<file path="src/design/srdc_pkg.sv">
package srdc_pkg;

  // -------------------------------------------------------------------------
  // Register map and reset values.
  // -------------------------------------------------------------------------
  localparam logic [11:0] ADDR_ENABLE = 12'h02b0; // Calibration enable.
  localparam logic [11:0] ADDR_CONFIG = 12'h02b1; // Averaging and length.
  localparam logic [11:0] ADDR_STATUS = 12'h02b2; // Done flag and delay.
  localparam logic [7:0]  RST_ENABLE  = 8'h00;    // Calibration off.
  localparam logic [7:0]  RST_CONFIG  = 8'h05;    // Both selects at code 1.

  // -------------------------------------------------------------------------
  // Field positions.
  // -------------------------------------------------------------------------
  localparam int EN_BIT     = 0;  // Enable bit in the enable register.
  localparam int AVG_MSB    = 3;  // Averaging select, upper bit.
  localparam int AVG_LSB    = 2;  // Averaging select, lower bit.
  localparam int LEN_MSB    = 1;  // Accumulation length select, upper bit.
  localparam int LEN_LSB    = 0;  // Accumulation length select, lower bit.
  localparam int DONE_BIT   = 17; // Completion flag in the status word.
  localparam int DELAY_W    = 17; // Width of the delay word.
  localparam int STATUS_W   = 24; // Width of the status register.
  localparam int SCALE_BITS = 16; // Fraction bits of the delay result.

  // -------------------------------------------------------------------------
  // Longest SYSREF period per accumulation length code, in clock cycles.
  // -------------------------------------------------------------------------
  localparam logic [14:0] MAX_PERIOD_0 = 15'h0080; // 128 cycles.
  localparam logic [14:0] MAX_PERIOD_1 = 15'h0680; // 1664 cycles.
  localparam logic [14:0] MAX_PERIOD_2 = 15'h1e80; // 7808 cycles.
  localparam logic [14:0] MAX_PERIOD_3 = 15'h7e80; // 32384 cycles.

  // Duration bound factor: the bound is this times four to the power of
  // the averaging code plus the length code plus two.
  localparam int BOUND_FACTOR = 384 * 19;
  localparam int BOUND_EXP    = 2;

  // -------------------------------------------------------------------------
  // Sequencer states, Gray coded along the usual path.
  // -------------------------------------------------------------------------
  typedef enum logic [2:0] {
    SRDC_IDLE  = 3'h0,
    SRDC_SYNC  = 3'h1,
    SRDC_ACCUM = 3'h3,
    SRDC_DONE  = 3'h2,
    SRDC_FAIL  = 3'h6
  } srdc_state_type;

endpackage

</file>
<file path="src/design/srdc_sysref_delay_calibration.sv">
`timescale 1ns/1ps
// Operation
// [RULE1] Enable low: output manual delay setting.
// [RULE2] Enable high: output calibrated delay, ignore manual.
// [RULE3] Calibration starts only on enable rising.
// [RULE4] Software writes configuration before enabling.
// [RULE5] Software enables only when ADC calibration idle.
// [RULE6] Averaging code selects 4/16/64/256 measurements.
// [RULE7] Length code selects 4/16/64/256 cycles, period limits.
// [RULE8] Clock source keeps SYSREF period within limit.
// [RULE9] Calibration ends within 384*19*4^(avg+len+2) cycles.
// [RULE10] Done flag bit 17 set when finished, enabled.
// [RULE11] Delay bits: 16 invert, 15:8 coarse, 7:0 fine.
// [RULE12] Done low during sequence; no restart while high.
module srdc_sysref_delay_calibration #(
  parameter int BOUND_FACTOR = srdc_pkg::BOUND_FACTOR // Long bound scaler.
) (
  input  wire logic        sys_clk,       // 100 MHz device clock.
  input  wire logic        sys_rst,       // Synchronous reset, active high.
  input  wire logic [11:0] reg_addr,      // Register address.
  input  wire logic [23:0] reg_wdata,     // Register write data.
  input  wire logic        reg_write,     // Write strobe, one cycle.
  output logic      [23:0] reg_rdata,     // Read data, one cycle late.
  input  wire logic        sysref,        // SYSREF timing reference.
  input  wire logic [16:0] manual_delay,  // Manual delay setting.
  output logic      [16:0] aperture_delay // Delay word to the clock path.
);

  // -------------------------------------------------------------------------
  // Declarations.
  // -------------------------------------------------------------------------
  logic [7:0]  sysref_cal_enable;      // Enable register.
  logic [7:0]  sysref_cal_config;      // Configuration register.
  logic [7:0]  next_enable;            // Next enable register.
  logic [7:0]  next_config;            // Next configuration register.
  logic        enable_prev;            // Enable bit one cycle ago.
  logic        sysref_prev;            // SYSREF one cycle ago.
  srdc_pkg::srdc_state_type state;     // Sequencer state.
  srdc_pkg::srdc_state_type next_state;
  logic [8:0]  accum_cnt;              // Cycles left in an accumulation.
  logic [8:0]  next_accum_cnt;
  logic [8:0]  avg_cnt;                // Measurements left.
  logic [8:0]  next_avg_cnt;
  logic [16:0] high_sum;               // SYSREF high samples in total.
  logic [16:0] next_high_sum;
  logic [14:0] period_cnt;             // Cycles since last SYSREF edge.
  logic [14:0] next_period_cnt;
  logic [31:0] bound_cnt;              // Cycles since sequence start.
  logic [31:0] next_bound_cnt;
  logic [16:0] computed_delay_value;   // Result word.
  logic [16:0] next_delay;
  logic [16:0] next_aperture;
  logic [23:0] next_rdata;
  logic        cal_complete_flag;      // Sequence finished while enabled.
  logic        en_bit;                 // Current enable bit.
  logic        start;                  // Rising edge of the enable bit.
  logic        sysref_rise;            // SYSREF rising edge.
  logic [1:0]  cal_average_select;     // Averaging code.
  logic [1:0]  accumulation_length_select; // Length code.
  logic [8:0]  accum_len;              // Cycles per accumulation.
  logic [8:0]  avg_len;                // Measurements per calibration.
  logic [14:0] max_period;             // Longest allowed SYSREF period.
  logic [31:0] bound_limit;            // Duration bound in cycles.
  logic [4:0]  shift;                  // Log2 of samples in total.
  logic [32:0] scaled;                 // Sum scaled to a 16-bit fraction.

  // -------------------------------------------------------------------------
  // Decode of the configuration fields.
  // -------------------------------------------------------------------------
  // The four-power tables come from shifts so that each code costs nothing.
  always_comb begin
    en_bit = sysref_cal_enable[srdc_pkg::EN_BIT];
    start = en_bit && !enable_prev; // [RULE3]
    sysref_rise = sysref && !sysref_prev;
    cal_average_select =
      sysref_cal_config[srdc_pkg::AVG_MSB:srdc_pkg::AVG_LSB];
    accumulation_length_select =
      sysref_cal_config[srdc_pkg::LEN_MSB:srdc_pkg::LEN_LSB];
    avg_len = 9'h004 << {cal_average_select, 1'b0}; // [RULE6]
    accum_len = 9'h004 << {accumulation_length_select, 1'b0}; // [RULE7]
    unique case (accumulation_length_select) // [RULE7]
      2'h0: max_period = srdc_pkg::MAX_PERIOD_0;
      2'h1: max_period = srdc_pkg::MAX_PERIOD_1;
      2'h2: max_period = srdc_pkg::MAX_PERIOD_2;
      2'h3: max_period = srdc_pkg::MAX_PERIOD_3;
    endcase
    shift = 5'({cal_average_select, 1'b0})
          + 5'({accumulation_length_select, 1'b0})
          + 5'(2 * srdc_pkg::BOUND_EXP);
    // [RULE9]
    bound_limit = 32'(BOUND_FACTOR) << shift;
    scaled = {16'h0000, high_sum} << srdc_pkg::SCALE_BITS;
    scaled = scaled >> shift;
    cal_complete_flag = (state == srdc_pkg::SRDC_DONE) && en_bit; // [RULE10]
  end

  // -------------------------------------------------------------------------
  // Register file.
  // -------------------------------------------------------------------------
  // Writes to the status address are dropped; it reports state only.
  always_comb begin
    next_enable = sysref_cal_enable;
    next_config = sysref_cal_config;
    next_rdata = 24'h00_0000;
    if (reg_write && reg_addr == srdc_pkg::ADDR_ENABLE) begin
      next_enable = reg_wdata[7:0];
    end
    if (reg_write && reg_addr == srdc_pkg::ADDR_CONFIG) begin
      next_config = reg_wdata[7:0];
    end
    unique case (reg_addr)
      srdc_pkg::ADDR_ENABLE: next_rdata = {16'h0000, sysref_cal_enable};
      srdc_pkg::ADDR_CONFIG: next_rdata = {16'h0000, sysref_cal_config};
      srdc_pkg::ADDR_STATUS: begin
        next_rdata[srdc_pkg::DONE_BIT] = cal_complete_flag; // [RULE10]
        // [RULE11]
        next_rdata[srdc_pkg::DELAY_W-1:0] = computed_delay_value;
      end
      default: next_rdata = 24'h00_0000;
    endcase
  end

  // Registers the control bits and the read data.
  always_ff @(posedge sys_clk) begin
    if (sys_rst) begin
      sysref_cal_enable <= srdc_pkg::RST_ENABLE;
      sysref_cal_config <= srdc_pkg::RST_CONFIG;
      reg_rdata         <= 24'h00_0000;
    end else begin
      sysref_cal_enable <= next_enable;
      sysref_cal_config <= next_config;
      reg_rdata         <= next_rdata;
    end
  end

  // -------------------------------------------------------------------------
  // Calibration sequencer.
  // -------------------------------------------------------------------------
  // Each measurement waits for a SYSREF edge, then counts how many of the
  // following cycles see SYSREF high. The mean high fraction is the phase
  // estimate. A SYSREF period over the limit or an overrun of the duration
  // bound ends the sequence in the fail state, with the done flag low.
  always_comb begin
    next_state = state;
    next_accum_cnt = accum_cnt;
    next_avg_cnt = avg_cnt;
    next_high_sum = high_sum;
    next_delay = computed_delay_value;
    next_period_cnt = sysref_rise ? 15'h0000 : period_cnt + 15'h0001;
    next_bound_cnt = bound_cnt + 32'h0000_0001;
    if (!en_bit) begin
      next_state = srdc_pkg::SRDC_IDLE; // Disable aborts any sequence.
    end else if (start) begin
      // [RULE12]
      next_state = srdc_pkg::SRDC_SYNC;
      next_avg_cnt = avg_len;
      next_high_sum = 17'h0_0000;
      next_period_cnt = 15'h0000;
      next_bound_cnt = 32'h0000_0000;
    end else begin
      unique case (state)
        srdc_pkg::SRDC_IDLE: begin
          next_state = srdc_pkg::SRDC_IDLE; // [RULE12]
        end
        srdc_pkg::SRDC_SYNC: begin
          if (sysref_rise) begin
            next_state = srdc_pkg::SRDC_ACCUM;
            next_accum_cnt = accum_len;
          end
        end
        srdc_pkg::SRDC_ACCUM: begin
          next_accum_cnt = accum_cnt - 9'h001;
          if (sysref) begin
            next_high_sum = high_sum + 17'h0_0001;
          end
          if (accum_cnt == 9'h001) begin
            next_avg_cnt = avg_cnt - 9'h001;
            next_state = (avg_cnt == 9'h001) ? srdc_pkg::SRDC_DONE
                                             : srdc_pkg::SRDC_SYNC;
          end
        end
        srdc_pkg::SRDC_DONE: begin
          next_delay = scaled[srdc_pkg::DELAY_W-1:0]; // [RULE11]
        end
        srdc_pkg::SRDC_FAIL: begin
          next_state = srdc_pkg::SRDC_FAIL;
        end
        default: next_state = srdc_pkg::SRDC_IDLE;
      endcase
      // Watchdogs apply only while measuring.
      if (state == srdc_pkg::SRDC_SYNC || state == srdc_pkg::SRDC_ACCUM) begin
        if (period_cnt > max_period || bound_cnt >= bound_limit) begin
          next_state = srdc_pkg::SRDC_FAIL; // [RULE9]
        end
      end
    end
    // Result latches on the cycle the sequence completes.
    if (en_bit && !start && state == srdc_pkg::SRDC_ACCUM
        && next_state == srdc_pkg::SRDC_DONE) begin
      next_delay = 17'({16'h0000, next_high_sum} << srdc_pkg::SCALE_BITS
                       >> shift); // [RULE11]
    end
    // [RULE1] [RULE2]
    next_aperture = en_bit ? next_delay : manual_delay;
  end

  // Registers the sequencer.
  always_ff @(posedge sys_clk) begin
    if (sys_rst) begin
      state                <= srdc_pkg::SRDC_IDLE;
      enable_prev          <= 1'b0;
      sysref_prev          <= 1'b0;
      accum_cnt            <= 9'h000;
      avg_cnt              <= 9'h000;
      high_sum             <= 17'h0_0000;
      period_cnt           <= 15'h0000;
      bound_cnt            <= 32'h0000_0000;
      computed_delay_value <= 17'h0_0000;
      aperture_delay       <= 17'h0_0000;
    end else begin
      state                <= next_state;
      enable_prev          <= en_bit;
      sysref_prev          <= sysref;
      accum_cnt            <= next_accum_cnt;
      avg_cnt              <= next_avg_cnt;
      high_sum             <= next_high_sum;
      period_cnt           <= next_period_cnt;
      bound_cnt            <= next_bound_cnt;
      computed_delay_value <= next_delay;
      aperture_delay       <= next_aperture;
    end
  end

endmodule // srdc_sysref_delay_calibration

</file>
<file path="config.mk">
export PLATFORM = sky130hd
export DESIGN_NAME = srdc_sysref_delay_calibration
export DESIGN_NICKNAME = d
export VERILOG_FILES = /design/src/design/srdc_pkg.sv /design/src/design/srdc_sysref_delay_calibration.sv
export SDC_FILE = /design/constraint.sdc
export NUM_CORES = 1
export LEC_CHECK = 0
export BUFFER_PORTS_ARGS = -buffer_cell sky130_fd_sc_hd__buf_2
export CORE_ASPECT_RATIO = 1.5
export CORE_MARGIN = 2
export CORE_UTILIZATION = 35
export CTS_CLUSTER_DIAMETER = 150
export DETAILED_ROUTE_END_ITERATION = 7
export GPL_ROUTABILITY_DRIVEN = 0
export PLACE_DENSITY_LB_ADDON = 0.25
export SYNTH_ARGS = -nofsm -noshare
export SYNTH_HDL_FRONTEND = slang
export SYNTH_SLANG_ARGS = --single-unit
</file>
<file path="constraint.sdc">
create_clock -name sys_clk -period 13.38 [get_ports sys_clk]
set_input_delay 2.676 -clock sys_clk [delete_from_list [all_inputs] [get_ports sys_clk]]
set_output_delay 2.676 -clock sys_clk [all_outputs]
set_load 0.1 [all_outputs]
</file>
* Yosys cells after proc, flatten, opt, wreduce, memory -nomap -nowiden
Cells that the tools add are included.
** Cells by class
- Add/subtract/negate cells :: 7
- Multiply operators :: 0
- Div/mod/pow operators :: 0
- $lt $le $gt $ge :: 2
- Equal/unequal tests :: 14
- Shifts and indexed selects :: 5
- Muxes and demuxes :: 29
- Bitwise gates (word level) :: 1
- Reduce and logical (&&, ||, !) cells :: 19
** Operators by type and width (number)
- two-way mux 17 bit :: 9
- >> shifter 33 x 5 -> 17 bit :: 2
- two-way mux 32 bit :: 2
- one-hot mux 15 bit (4 select lines) :: 1
- one-hot mux 18 bit (3 select lines) :: 1
- two-way mux 15 bit :: 3
- == test 12 x 10 -> 1 bit (second input constant) :: 3
- two-way mux 9 bit :: 4
- adder 32 x 1 -> 32 bit (second input constant) :: 1
- greater-or-equal comparator 32 bit :: 1
- << shifter 13 x 5 -> 32 bit (first input constant) :: 1
- == test 9 x 1 -> 1 bit (second input constant) :: 2
- two-way mux 3 bit :: 6
- one-hot mux 9 bit (2 select lines) :: 1
- << shifter 3 x 3 -> 9 bit (first input constant) :: 2
- subtractor 9 x 1 -> 9 bit (second input constant) :: 2
- adder 17 x 1 -> 17 bit (second input constant) :: 1
- adder 15 x 1 -> 15 bit (second input constant) :: 1
- greater-than comparator 15 bit :: 1
- one-hot mux 3 bit (4 select lines) :: 1
- == test 3 x 2 -> 1 bit (second input constant) :: 3
- logical AND 1 bit :: 8
- nonzero test 2 bit :: 3
- adder 4 x 3 -> 5 bit (second input constant) :: 1
- other kinds (13) :: 17
** Storage, ports and cells
- Bits in registers :: 161
- Bits in latches :: 0
- Memory bits (writable) :: 0
- Bits in read-only memories :: 0
- Bits of input ports :: 57
- Memories :: 0

* Longest topological paths before layout
Gate-level depths: netlist (run 1).
- Depth after elaboration :: 13
- Mapped depth :: 22
- Depth with buffers taken out :: 17

* Least setup slack after synthesis (run 1)
Ideal clock, no wire load.
- Path kind :: input to register
- From :: input port sysref
- To :: register aperture_delay[12]
- Library setup time :: 0.088 ns
- Arrival :: 5.004 ns
- Required time :: 13.292 ns
- Slack :: 8.287 ns
- Stages :: 7
- Path buffers :: 0
- Cells stage by stage :: nand4_1 > or4_1 > nor2_1 > mux2_2 > a2111o_1 > a2111o_1 > a311oi_2
** On the way
- Longest elaborated chain between the ends :: 11
** RTL lines
- from (decl) :: line srdc_sysref_delay_calibration.sv:24 : input wire logic sysref,
- logical AND 1 bit :: line srdc_sysref_delay_calibration.sv:74 : sysref_rise = sysref && !sysref_prev;
- two-way mux 3 bit :: line srdc_sysref_delay_calibration.sv:166 : if (sysref_rise) begin
- one-hot mux 3 bit (4 select lines) :: line srdc_sysref_delay_calibration.sv:161 : unique case (state)
- two-way mux 3 bit :: line srdc_sysref_delay_calibration.sv:192 : if (period_cnt > max_period || bound_cnt >= bound_limit) begin
- two-way mux 3 bit :: line srdc_sysref_delay_calibration.sv:191 : if (state == srdc_pkg::SRDC_SYNC || state == srdc_pkg::SRDC_ACCUM) begin
- two-way mux 3 bit :: line srdc_sysref_delay_calibration.sv:153 : end else if (start) begin
- two-way mux 3 bit :: line srdc_sysref_delay_calibration.sv:151 : if (!en_bit) begin
- == test 3 x 2 -> 1 bit :: line srdc_sysref_delay_calibration.sv:199 : && next_state == srdc_pkg::SRDC_DONE) begin
- logical AND 1 bit :: line srdc_sysref_delay_calibration.sv:199
- two-way mux 17 bit * :: line srdc_sysref_delay_calibration.sv:198 : if (en_bit && !start && state == srdc_pkg::SRDC_ACCUM
- two-way mux 17 bit * :: line srdc_sysref_delay_calibration.sv:204 : next_aperture = en_bit ? next_delay : manual_delay;
- to (signal assigned) :: line srdc_sysref_delay_calibration.sv:230 : aperture_delay <= next_aperture;
- to (decl) :: line srdc_sysref_delay_calibration.sv:26 : output logic [16:0] aperture_delay
Mark *: on every way between the ends. The rest lies on a longest branch, timed or not.
A chain may end at the register's enable or synchronous reset.

* Worst setup path after layout (run 1)
- From :: register sysref_cal_config[0]
- To :: register aperture_delay[0]
** On the way
- Longest elaborated chain between the ends :: 13
** RTL lines
- from (decl) :: line srdc_sysref_delay_calibration.sv:33 : logic [7:0] sysref_cal_config;
- from (signal assigned) :: line srdc_sysref_delay_calibration.sv:127 : sysref_cal_config <= srdc_pkg::RST_CONFIG;
- from (signal assigned) :: line srdc_sysref_delay_calibration.sv:131 : sysref_cal_config <= next_config;
- adder 3 x 3 -> 4 bit :: line srdc_sysref_delay_calibration.sv:88 : + 5'({accumulation_length_select, 1'b0})
- adder 4 x 3 -> 5 bit :: line srdc_sysref_delay_calibration.sv:89 : + 5'(2 * srdc_pkg::BOUND_EXP);
- << shifter 13 x 5 -> 32 bit :: line srdc_sysref_delay_calibration.sv:91 : bound_limit = 32'(BOUND_FACTOR) << shift;
- greater-or-equal comparator 32 bit :: line srdc_sysref_delay_calibration.sv:192
- logical OR 1 bit :: line srdc_sysref_delay_calibration.sv:192
- two-way mux 3 bit :: line srdc_sysref_delay_calibration.sv:192
- two-way mux 3 bit :: line srdc_sysref_delay_calibration.sv:191
- two-way mux 3 bit :: line srdc_sysref_delay_calibration.sv:153
- two-way mux 3 bit :: line srdc_sysref_delay_calibration.sv:151
- == test 3 x 2 -> 1 bit :: line srdc_sysref_delay_calibration.sv:199
- logical AND 1 bit :: line srdc_sysref_delay_calibration.sv:199
- two-way mux 17 bit * :: line srdc_sysref_delay_calibration.sv:198
- two-way mux 17 bit * :: line srdc_sysref_delay_calibration.sv:204
Mark *: on every way between the ends. The rest lies on a longest branch, timed or not. The select of a mux whose other input is x is not followed.

==> results.yml, run 1 <==
status:
  outcome: "finished clean"
grt:
  grt_pass1_wl_um: 42900
  met1_usage: 0.230
  gr-total-overflow: 0
  first_global_vias: 8209
  met2_usage: 0.353
  grt_util_all_layers: 0.199
  grt_start_max_net_pins: 75
  antenna_found_initial: 1
  grt_busiest_layer: "met2"
  gr-usage-met3: 0.0319
timing:
  max-slew-margin-rel: 0.316
  max_freq_mhz: 162
  finalSetupViolations: 0
  finalCriticalPeriod_ns: 6.15
  slew_violations: 0
  fin_worst_skew_ns: 0.0116
  period_share: 0.460
  worst_pin_slew_ns: 1.02
  hold_viol_final: 0
  fin_tns_setup_ns: 0
  grt_setup_unrepaired: "no"
die:
  die-area_um2: 27000
  die_x_um: 135
  io_pins: 98
  die_h_um: 200
  fp.coreArea_um2: 25100
  rows: 71
  start_util: 0.357
yosys:
  async_flop_share: 0
  postSynthAreaPerCell_um2: 8.07
  synth_top_family_by_area: "simple AND/OR/NAND/NOR gates"
  ys_seq_area_frac: 0.346
  synth_cell_types: 84
  synth_warnings: 0
  synthAdderAreaFrac: 0.0622
  synthFlopType: "dfxtp_1"
  yosys_register_bits: 155
  synth_cells: 1112
  synth.area.mux_share: 0.0322
  synth_compound_area_frac: 0.180
  ys_top_cells_by_area: "dfxtp_1 (35%), nor2_1 (6.1%), ha_1 (6.0%)"
  syn-cell-area_um2: 8970
  synth_edf_count: 0
  synthSimpleGateAreaFrac: 0.273
  synth_top_area_cell: "dfxtp_1"
  synth_top_cell_area_share: 0.346
  yosys.area_share.xor_xnor: 0.0566
finish:
  drive_gt1_frac: 0.133
  area_growth_pct: 12.8
  post-route-cell-area_um2: 10100
  finalNetCount: 1248
  fillers: 2603
run:
  drv_cap: 0
clock_tree:
  cts_tree: "built"
  numClockSinks: 155
  insertion_delay_ns: 0.45
  numCtsBuffers: 17
  postCtsResizedCells: 0
  clockBufferDepth: 2
  cts_max_level: 4
  hold_buffers: 0
  postCtsSetupBuffers: 0
  clk_pin_slew_worst_paths_ns: 0.06
  cts-root-buf: "clkbuf_16"
setup_path:
  path_class: "register to register"
  end_kind: "register"
  rrSetupSlack_ns: 7.23
  r2r_start: "sysref_cal_config[0]"
  timing.rr.end: "aperture_delay[0]"
  crit_fanout: 42
  crit_start: "sysref_cal_config[0]"
  crit_end: "aperture_delay[0]"
  crit_arrival_ns: 6.45
  critical_path_required_ns: 13.68
  reg2reg_depth: 17
  start_kind: "register"
drt:
  ant_nets: 0
  num_vias: 8307
  dr.pass1.iters: 6
  remaining_drc_errors: 0
  via_per_inst: 5.58
  drt_iter0_drc: 505
  routedWlPerCell_um: 17.5
  drt_wl_total_um: 26100
place:
  hpwl_um: 18500
  place.port_buffers: 75
  postPlaceCellArea_um2: 9560
power_and_ir_drop:
  power_density_nw_per_um2: 98.4
  cellLeakagePower_nw: 3.75
  vdd_drop_max_uv: 81.7
worst_hold_path:
  min_path_type: "register to register"
  hold_start: "sysref_cal_config[7]"
[worst min-delay path by stage]
stage | endpoint | slack (ns) | cells past startpoint
after CTS | sysref_cal_config[4] | 0.46 | 2
after floorplan | reg_rdata[14] | 0.42 | 1
final | sysref_cal_config[7] | 0.46 | 2
after global routing | sysref_cal_enable[5] | 0.47 | 2
after detailed placement | reg_rdata[8] | 0.44 | 1
after global placement | bound_cnt[0] | 0.44 | 1
[sequential cells by signal, indices dropped and copies added (netlist names)]
| register | flops |
|---|---|
| sysref_cal_enable | 8 |
| aperture_delay | 17 |
| avg_cnt | 9 |
| computed_delay_value | 17 |
| state | 3 |
| sysref_cal_config | 8 |
| high_sum | 17 |
| enable_prev | 1 |
| period_cnt | 15 |
| bound_cnt | 32 |
| accum_cnt | 9 |
| reg_rdata | 18 |
| sysref_prev | 1 |
[power by group]
group	internal [mW]	leakage, nW	switching [mW]
Sequential	0.465	1.25	0.00181
Combinational	0.0111	2.22	0.0429
Clock	0.266	0.276	0.209
[layer usage]
layer	up-vias	routed length, um
met4	0	835
li1	4086	-
met3	47	1420
met1	3895	10500
met2	279	13400
met5	-	0
[layout make-up]
cell class              count  area (um^2)  area share
diodes                      1         2.50    0.000247
multi-input cells         854         5460       0.539
clock inverters            13          116      0.0115
flip-flops and latches    155         3100       0.307
inverters                  32          120      0.0119
well taps                 328          410      0.0405
repair buffers             87          465      0.0460
clock buffers              19          453      0.0447
[synthesized netlist by cell type, drive strengths merged (4+ instances only)]
| library cell | number |
|---|---|
| buf | 19 |
| or3b | 4 |
| and3 | 21 |
| a21oi | 63 |
| a211oi | 17 |
| inv | 32 |
| nand3b | 5 |
| dfxtp | 155 |
| mux2 | 5 |
| nor2b | 10 |
| a221oi | 4 |
| o211ai | 9 |
| o21ai | 44 |
| nor2 | 145 |
| a222oi | 8 |
| xor2 | 29 |
| nor4 | 21 |
| a311oi | 10 |
| o31ai | 8 |
| clkbuf | 57 |
| o311ai | 5 |
| nand4 | 20 |
| a2111oi | 5 |
| o221ai | 4 |
| nand2 | 107 |
| nor3 | 24 |
| nand3 | 61 |
| a31oi | 9 |
| ha | 43 |
| mux2i | 12 |
| a22oi | 4 |
| o21a | 4 |
| a32oi | 5 |
| and4 | 4 |
| and2 | 18 |
| or3 | 17 |
| xnor2 | 29 |
| mux4 | 5 |
| nand2b | 13 |
[metrics by stage]
stage	setup WS [ns]	instances	util	hold WS (ns)	power (mW)
after floorplan	8.29	1117	-	0.424	0.520
final	7.23	1489	0.403	0.457	0.996
after CTS	7.33	1488	0.403	0.458	1.01
after detailed placement	7.36	1456	0.380	0.443	0.532
after global placement	7.41	1456	0.380	0.435	0.532
after global routing	6.83	1488	0.403	0.467	1.03
[critical path, cell delays in order (launching register included)]
cell and delay [ns]:
dfxtp_1 0.53, ha_2 0.24, inv_1 0.05, fa_2 0.51, buf_4 0.45, inv_1 0.47
ha_1 0.42, nor2_1 0.27, nand2_1 0.11, a21o_1 0.19, ha_1 0.28, a21oi_1 0.15
o21ai_0 0.11, a2111oi_0 0.38, o21ai_1 0.30, or3_1 0.77, a311oi_1 0.58, a211oi_1 0.14
[logic make-up (layout without fill, tap and decap cells)]
kind of cell,Yosys count,count (layout)
and+or+nand+nor,487,487
AOI/OAI and AO/OA,236,236
DFF,155,155
buffers and inverters,108,151
xor gates and xnor gates,58,58
adders and majority gates,44,44
muxes,22,22
other,2,8
[cell usage in the layout (no fill, tap or decap), types with 5 or more instances in the layout]
master,count
dfxtp_1,154
nor2_1,145
nand2_1,106
buf_2,75
a21oi_1,63
nand3_1,61
ha_1,42
o21ai_0,40
inv_1,31
xnor2_1,29
xor2_1,29
nor3_1,22
and3_1,21
nand4_1,20
nor4_1,19
and2_1,18
a211oi_1,17
clkbuf_16,17
or3_1,16
nand2b_1,12
mux2i_1,12
buf_4,12
nor2b_1,10
o211ai_1,9
a31oi_1,9
a311oi_1,9
o31ai_1,8
a222oi_1,8
conb_1,7
a2111oi_0,5
nand3b_1,5
mux4_2,5
mux2_2,5
o311ai_0,5
a32oi_1,5
Power figures use the tool's default switching activity.
==> run 2: changes to the inputs <==
==> constraint.sdc (replaced) <==
create_clock -name sys_clk -period 5.7 [get_ports sys_clk]
set_input_delay 1.14 -clock sys_clk [delete_from_list [all_inputs] [get_ports sys_clk]]
set_output_delay 1.14 -clock sys_clk [all_outputs]
set_load 0.1 [all_outputs]
==> results.yml, run 2 (synthesized netlist as in run 1, its figures left out) <==
status:
  outcome: "finished clean"
setup_path:
  cp_num_buf_inv: 2
  cpMaxStageDelayCell: "or3_1"
  critical_path.max_stage_delay_ns: 0.68
  critical_path_required_ns: 6.05
  end_kind: "register"
  path_class: "register to register"
  cp_cell_sequence: "ha_2, inv_1, fa_2, inv_1, ha_1, nor2_1, nand2_1, a21o_1, ha_1, a21oi_1, o21ai_0, a2111oi_0, o21ai_1, or3_1, a2111o_1, a311oi_2"
  crit_arrival_ns: 5.31
  path_delay_family: "compound AO/OA/AOI/OAI gates"
  start_kind: "register"
  crit_fanout: 11
grt:
  gr-total-overflow: 0
  grt_start_max_net_pins: 49
  grt_pass1_wl_um: 43100
  first_global_vias: 8193
  antenna_found_initial: 1
  grt_util_all_layers: 0.203
clock_tree:
  clk_pin_slew_worst_paths_ns: 0.07
  cts_tree: "built"
  clockBufferDepth: 2
  insertion_delay_ns: 0.45
  postCtsResizedCells: 0
  numClockSinks: 155
  numCtsBuffers: 17
  hold_buffers: 0
  cts-root-buf: "clkbuf_16"
  postCtsSetupBuffers: 0
  cts_max_level: 4
power_and_ir_drop:
  power_mw: 2.33
  power_density_nw_per_um2: 229
  cellLeakagePower_nw: 3.78
  vdd_drop_max_uv: 178
timing:
  finalCriticalPeriod_ns: 4.96
  fin_worst_skew_ns: 0.0116
  slew_violations: 0
  max-slew-margin-rel: 0.417
  worst_pin_slew_ns: 0.872
  grt_setup_unrepaired: "no"
  finalSetupViolations: 0
  max_freq_mhz: 202
  fin_tns_setup_ns: 0
  period_share: 0.870
  hold_viol_final: 0
finish:
  finalNetCount: 1256
  area_growth_pct: 13.5
  top_regs: "bound_cnt (32), reg_rdata (18)"
  drive_gt1_frac: 0.138
  layout_common_cells: "dfxtp_1 (154), nor2_1 (145), nand2_1 (106)"
  largest_reg_flops: 32
  instances_no_fill: 1497
  final_common_cell: "dfxtp_1"
  largest-register: "bound_cnt"
drt:
  via_per_inst: 5.61
  num_vias: 8400
  routedWlPerCell_um: 17.9
  drt_wl_total_um: 26800
  wl_met1_um: 10800
  dr_wl_met2_um: 13400
  remaining_drc_errors: 0
  drt_iter0_drc: 635
  highest_layer: "met4"
  ant_nets: 0
  dr.pass1.iters: 6
  wl_met3_um: 1200
place:
  hpwl_um: 19400
  placed_cells: 1464
  place.port_buffers: 75
die:
  start_util: 0.357
  die_h_um: 200
  io_pins: 98
  fp.coreArea_um2: 25100
  die-area_um2: 27000
  die_x_um: 135
  rows: 71
run:
  drv_cap: 0
worst_hold_path:
  min_path_type: "register to register"
## run 2: cell types whose count changed in the layout (fill, tap and decap cells not counted), sizes merged
cell / change
inv: +2
clkinvlp: -1
buf: +8
clkbuf: -1
## run 2: report_power, final
group / total, mW / internal [mW] / switching, mW
clock: 1.11 / 0.609 / 0.499
sequential: 1.10 / 1.09 / 0.00431
combinational: 0.128 / 0.0261 / 0.102
total: 2.33 / 1.73 / 0.604
## run 2: worst reg2reg max path: cells and delay by family (launching register included)
| kind | cells | cell delay, ns |
|---|---|---|
| flops | 1 | 0.47 |
| compound gates | 7 | 1.81 |
| simple gates | 3 | 1.07 |
| buf+inv | 2 | 0.12 |
| fa+ha+maj | 4 | 1.39 |
## run 2: worst paths after layout
check	startpoint	endpoint	slack (ns)	cells past startpoint
setup / recovery	sysref_cal_config[2]	aperture_delay[12]	0.74	16
hold reg to reg	bound_cnt[0]	bound_cnt[0]	0.46	1
setup reg to reg	sysref_cal_config[2]	aperture_delay[12]	0.74	16
hold / removal	bound_cnt[0]	bound_cnt[0]	0.46	1
## run 2: final cells by class
cell class,instances,area [um^2]
fill,2590,15000
multi-input combinational,854,5460
antenna,1,2.50
inverter,32,120
timing repair buffer,95,526
clock inverter,14,136
clock buffer,18,429
tap,328,410
sequential,155,3100
## run 2: metrics by stage
| step | utilization | setup WS (ns) | area, um^2 | hold WS [ns] |
|---|---|---|---|---|
| 2_1_floorplan | - | 0.727 | 8990 | 0.424 |
| 3_3_place_gp | 0.382 | 0.848 | 9620 | 0.433 |
| 3_5_place_dp | 0.382 | 0.801 | 9620 | 0.445 |
| 4_1_cts | 0.405 | 0.771 | 10200 | 0.458 |
| 5_1_grt | 0.405 | 0.361 | 10200 | 0.473 |
| 6_report | 0.405 | 0.744 | 10200 | 0.458 |
## run 2: routing by layer
metal  global-route usage  up-vias
li1                     -     4105
met5                    0        -
met3               0.0309       81
met2                0.352      252
met1                0.230     3962
met4                0.124        0
==> run 3: changes to the inputs <==
==> constraint.sdc (replaced) <==
create_clock -name sys_clk -period 5.4 [get_ports sys_clk]
set_input_delay 1.08 -clock sys_clk [delete_from_list [all_inputs] [get_ports sys_clk]]
set_output_delay 1.08 -clock sys_clk [all_outputs]
set_load 0.1 [all_outputs]
==> results.yml, run 3 (synthesized netlist as in run 1, its figures left out) <==
finish:
  top_regs: "bound_cnt (32), reg_rdata (18)"
  final_common_cell: "dfxtp_1"
  instances_no_fill: 1498
  largest-register: "bound_cnt"
  fin_util: 0.409
  finalNetCount: 1257
  drive_gt1_frac: 0.139
  layout_common_cells: "dfxtp_1 (154), nor2_1 (145), nand2_1 (106)"
  fillers: 2529
  area_growth_pct: 14.4
  largest_reg_flops: 32
clock_tree:
  insertion_delay_ns: 0.44
  postCtsSetupBuffers: 0
  clk_pin_slew_worst_paths_ns: 0.07
  postCtsResizedCells: 0
  cts_tree: "built"
  numCtsBuffers: 17
  cts-root-buf: "clkbuf_16"
  clockBufferDepth: 2
  cts_max_level: 4
  numClockSinks: 155
  hold_buffers: 0
power_and_ir_drop:
  power_mw: 2.62
  vdd_drop_max_uv: 235
  power.share.clock: 0.507
  power_frac_seq: 0.442
  p_int_mw: 1.98
  switchingPower_mw: 0.641
  power_density_nw_per_um2: 255
  swShare: 0.245
  cellLeakagePower_nw: 3.82
  combPwrFrac: 0.051
drt:
  num_vias: 8407
  dr.pass1.iters: 6
  ant_nets: 0
  routedWlPerCell_um: 17.5
  via_per_inst: 5.61
  remaining_drc_errors: 0
  drt_iter0_drc: 648
  drt_wl_total_um: 26200
setup_path:
  crit_start: "sysref_cal_config[1]"
  start_kind: "register"
  timing.rr.end: "aperture_delay[12]"
  reg2reg_depth: 15
  crit_fanout: 11
  crit_arrival_ns: 5.41
  r2r_start: "sysref_cal_config[1]"
  rrSetupSlack_ns: 0.34
  end_kind: "register"
  critical_path_required_ns: 5.75
  path_class: "register to register"
  crit_end: "aperture_delay[12]"
timing:
  finalCriticalPeriod_ns: 5.06
  fin_tns_setup_ns: 0
  max-slew-margin-rel: 0.371
  period_share: 0.937
  hold_viol_final: 0
  grt_setup_unrepaired: "no"
  fin_worst_skew_ns: 0.00880
  max_freq_mhz: 198
  fin_ws_ns: 0.339
  slew_violations: 0
  finalSetupViolations: 0
  worst_pin_slew_ns: 0.943
grt:
  grt_util_all_layers: 0.196
  grt_start_max_net_pins: 52
  first_global_vias: 8085
  grt_pass1_wl_um: 42200
  antenna_found_initial: 1
  gr-total-overflow: 0
die:
  die_x_um: 135
  die_h_um: 200
  io_pins: 98
  start_util: 0.357
  rows: 71
  fp.coreArea_um2: 25100
  die-area_um2: 27000
worst_hold_path:
  min_path_type: "register to register"
place:
  hpwl_um: 19000
  detailedPlace.worstSlack_ns: 0.450
  place.port_buffers: 75
  placed_cells: 1465
status:
  outcome: "finished clean"
run:
  drv_cap: 0
run 3: cell types whose count changed in the layout (fill, tap and decap cells not counted), sizes merged:
cell | before | now
clkinv | 6 | 0
bufinv | 1 | 4
clkinvlp | 2 | 4
buf | 95 | 96
inv | 37 | 38
run 3: how the worst min path moves through the flow:
stage	cells after the start	slack (ns)	endpoint	start
after CTS	2	0.46	sysref_cal_enable[7]	sysref_cal_enable[7]
final	1	0.46	reg_rdata[13]	computed_delay_value[13]
after floorplan	1	0.42	reg_rdata[14]	computed_delay_value[14]
after global routing	2	0.48	sysref_cal_enable[5]	sysref_cal_enable[5]
after global placement	1	0.44	bound_cnt[0]	bound_cnt[0]
after detailed placement	1	0.44	reg_rdata[9]	computed_delay_value[9]
run 3: worst max-delay path, cell delays in order, from the launching register on:
cell and delay [ns]:
dfxtp_1 0.45, inv_1 0.19, fa_2 0.78, inv_1 0.10, ha_1 0.28, nor2_1 0.25, nand2_1 0.11, a21o_1 0.19
ha_1 0.28, a21oi_1 0.13, o21ai_0 0.10, a2111oi_0 0.43, o21ai_1 0.31, or3_1 0.68, a2111o_1 0.44, a311oi_2 0.24
run 3: layout make-up:
| cell class | instances | area [um^2] | area share |
|---|---|---|---|
| Clock buffer | 18 | 439 | 0.0428 |
| Sequential cell | 155 | 3100 | 0.302 |
| Antenna cell | 1 | 2.50 | 0.000244 |
| Multi-Input combinational cell | 854 | 5460 | 0.531 |
| Inverter | 32 | 120 | 0.0117 |
| Timing Repair Buffer | 96 | 533 | 0.0519 |
| Clock inverter | 14 | 205 | 0.0200 |
| Tap cell | 328 | 410 | 0.0400 |
run 3: power groups by stage:
stage	Clock, mW	Combinational (mW)	Sequential [mW]
after floorplan	0	0.0560	1.23
after global placement	0	0.135	1.18
after detailed placement	0	0.135	1.18
after CTS	1.36	0.135	1.16
after global routing	1.40	0.142	1.16
final	1.33	0.134	1.16
run 3: metrics by stage:
step | hold WS (ns) | cell area (um^2)
final | 0.456 | 10300
after global routing | 0.480 | 10300
after CTS | 0.458 | 10300
after detailed placement | 0.444 | 9620
after global placement | 0.439 | 9620
after floorplan | 0.424 | 8990
run 3: metal layers:
layer  global-route usage  part of all wire  vias up
li1                     -                 -     4098
met1                0.222              0.41     3970
met2                0.349              0.50      272
met3               0.0319             0.047       67
met4                0.101             0.044        0
met5                    0                 0        -
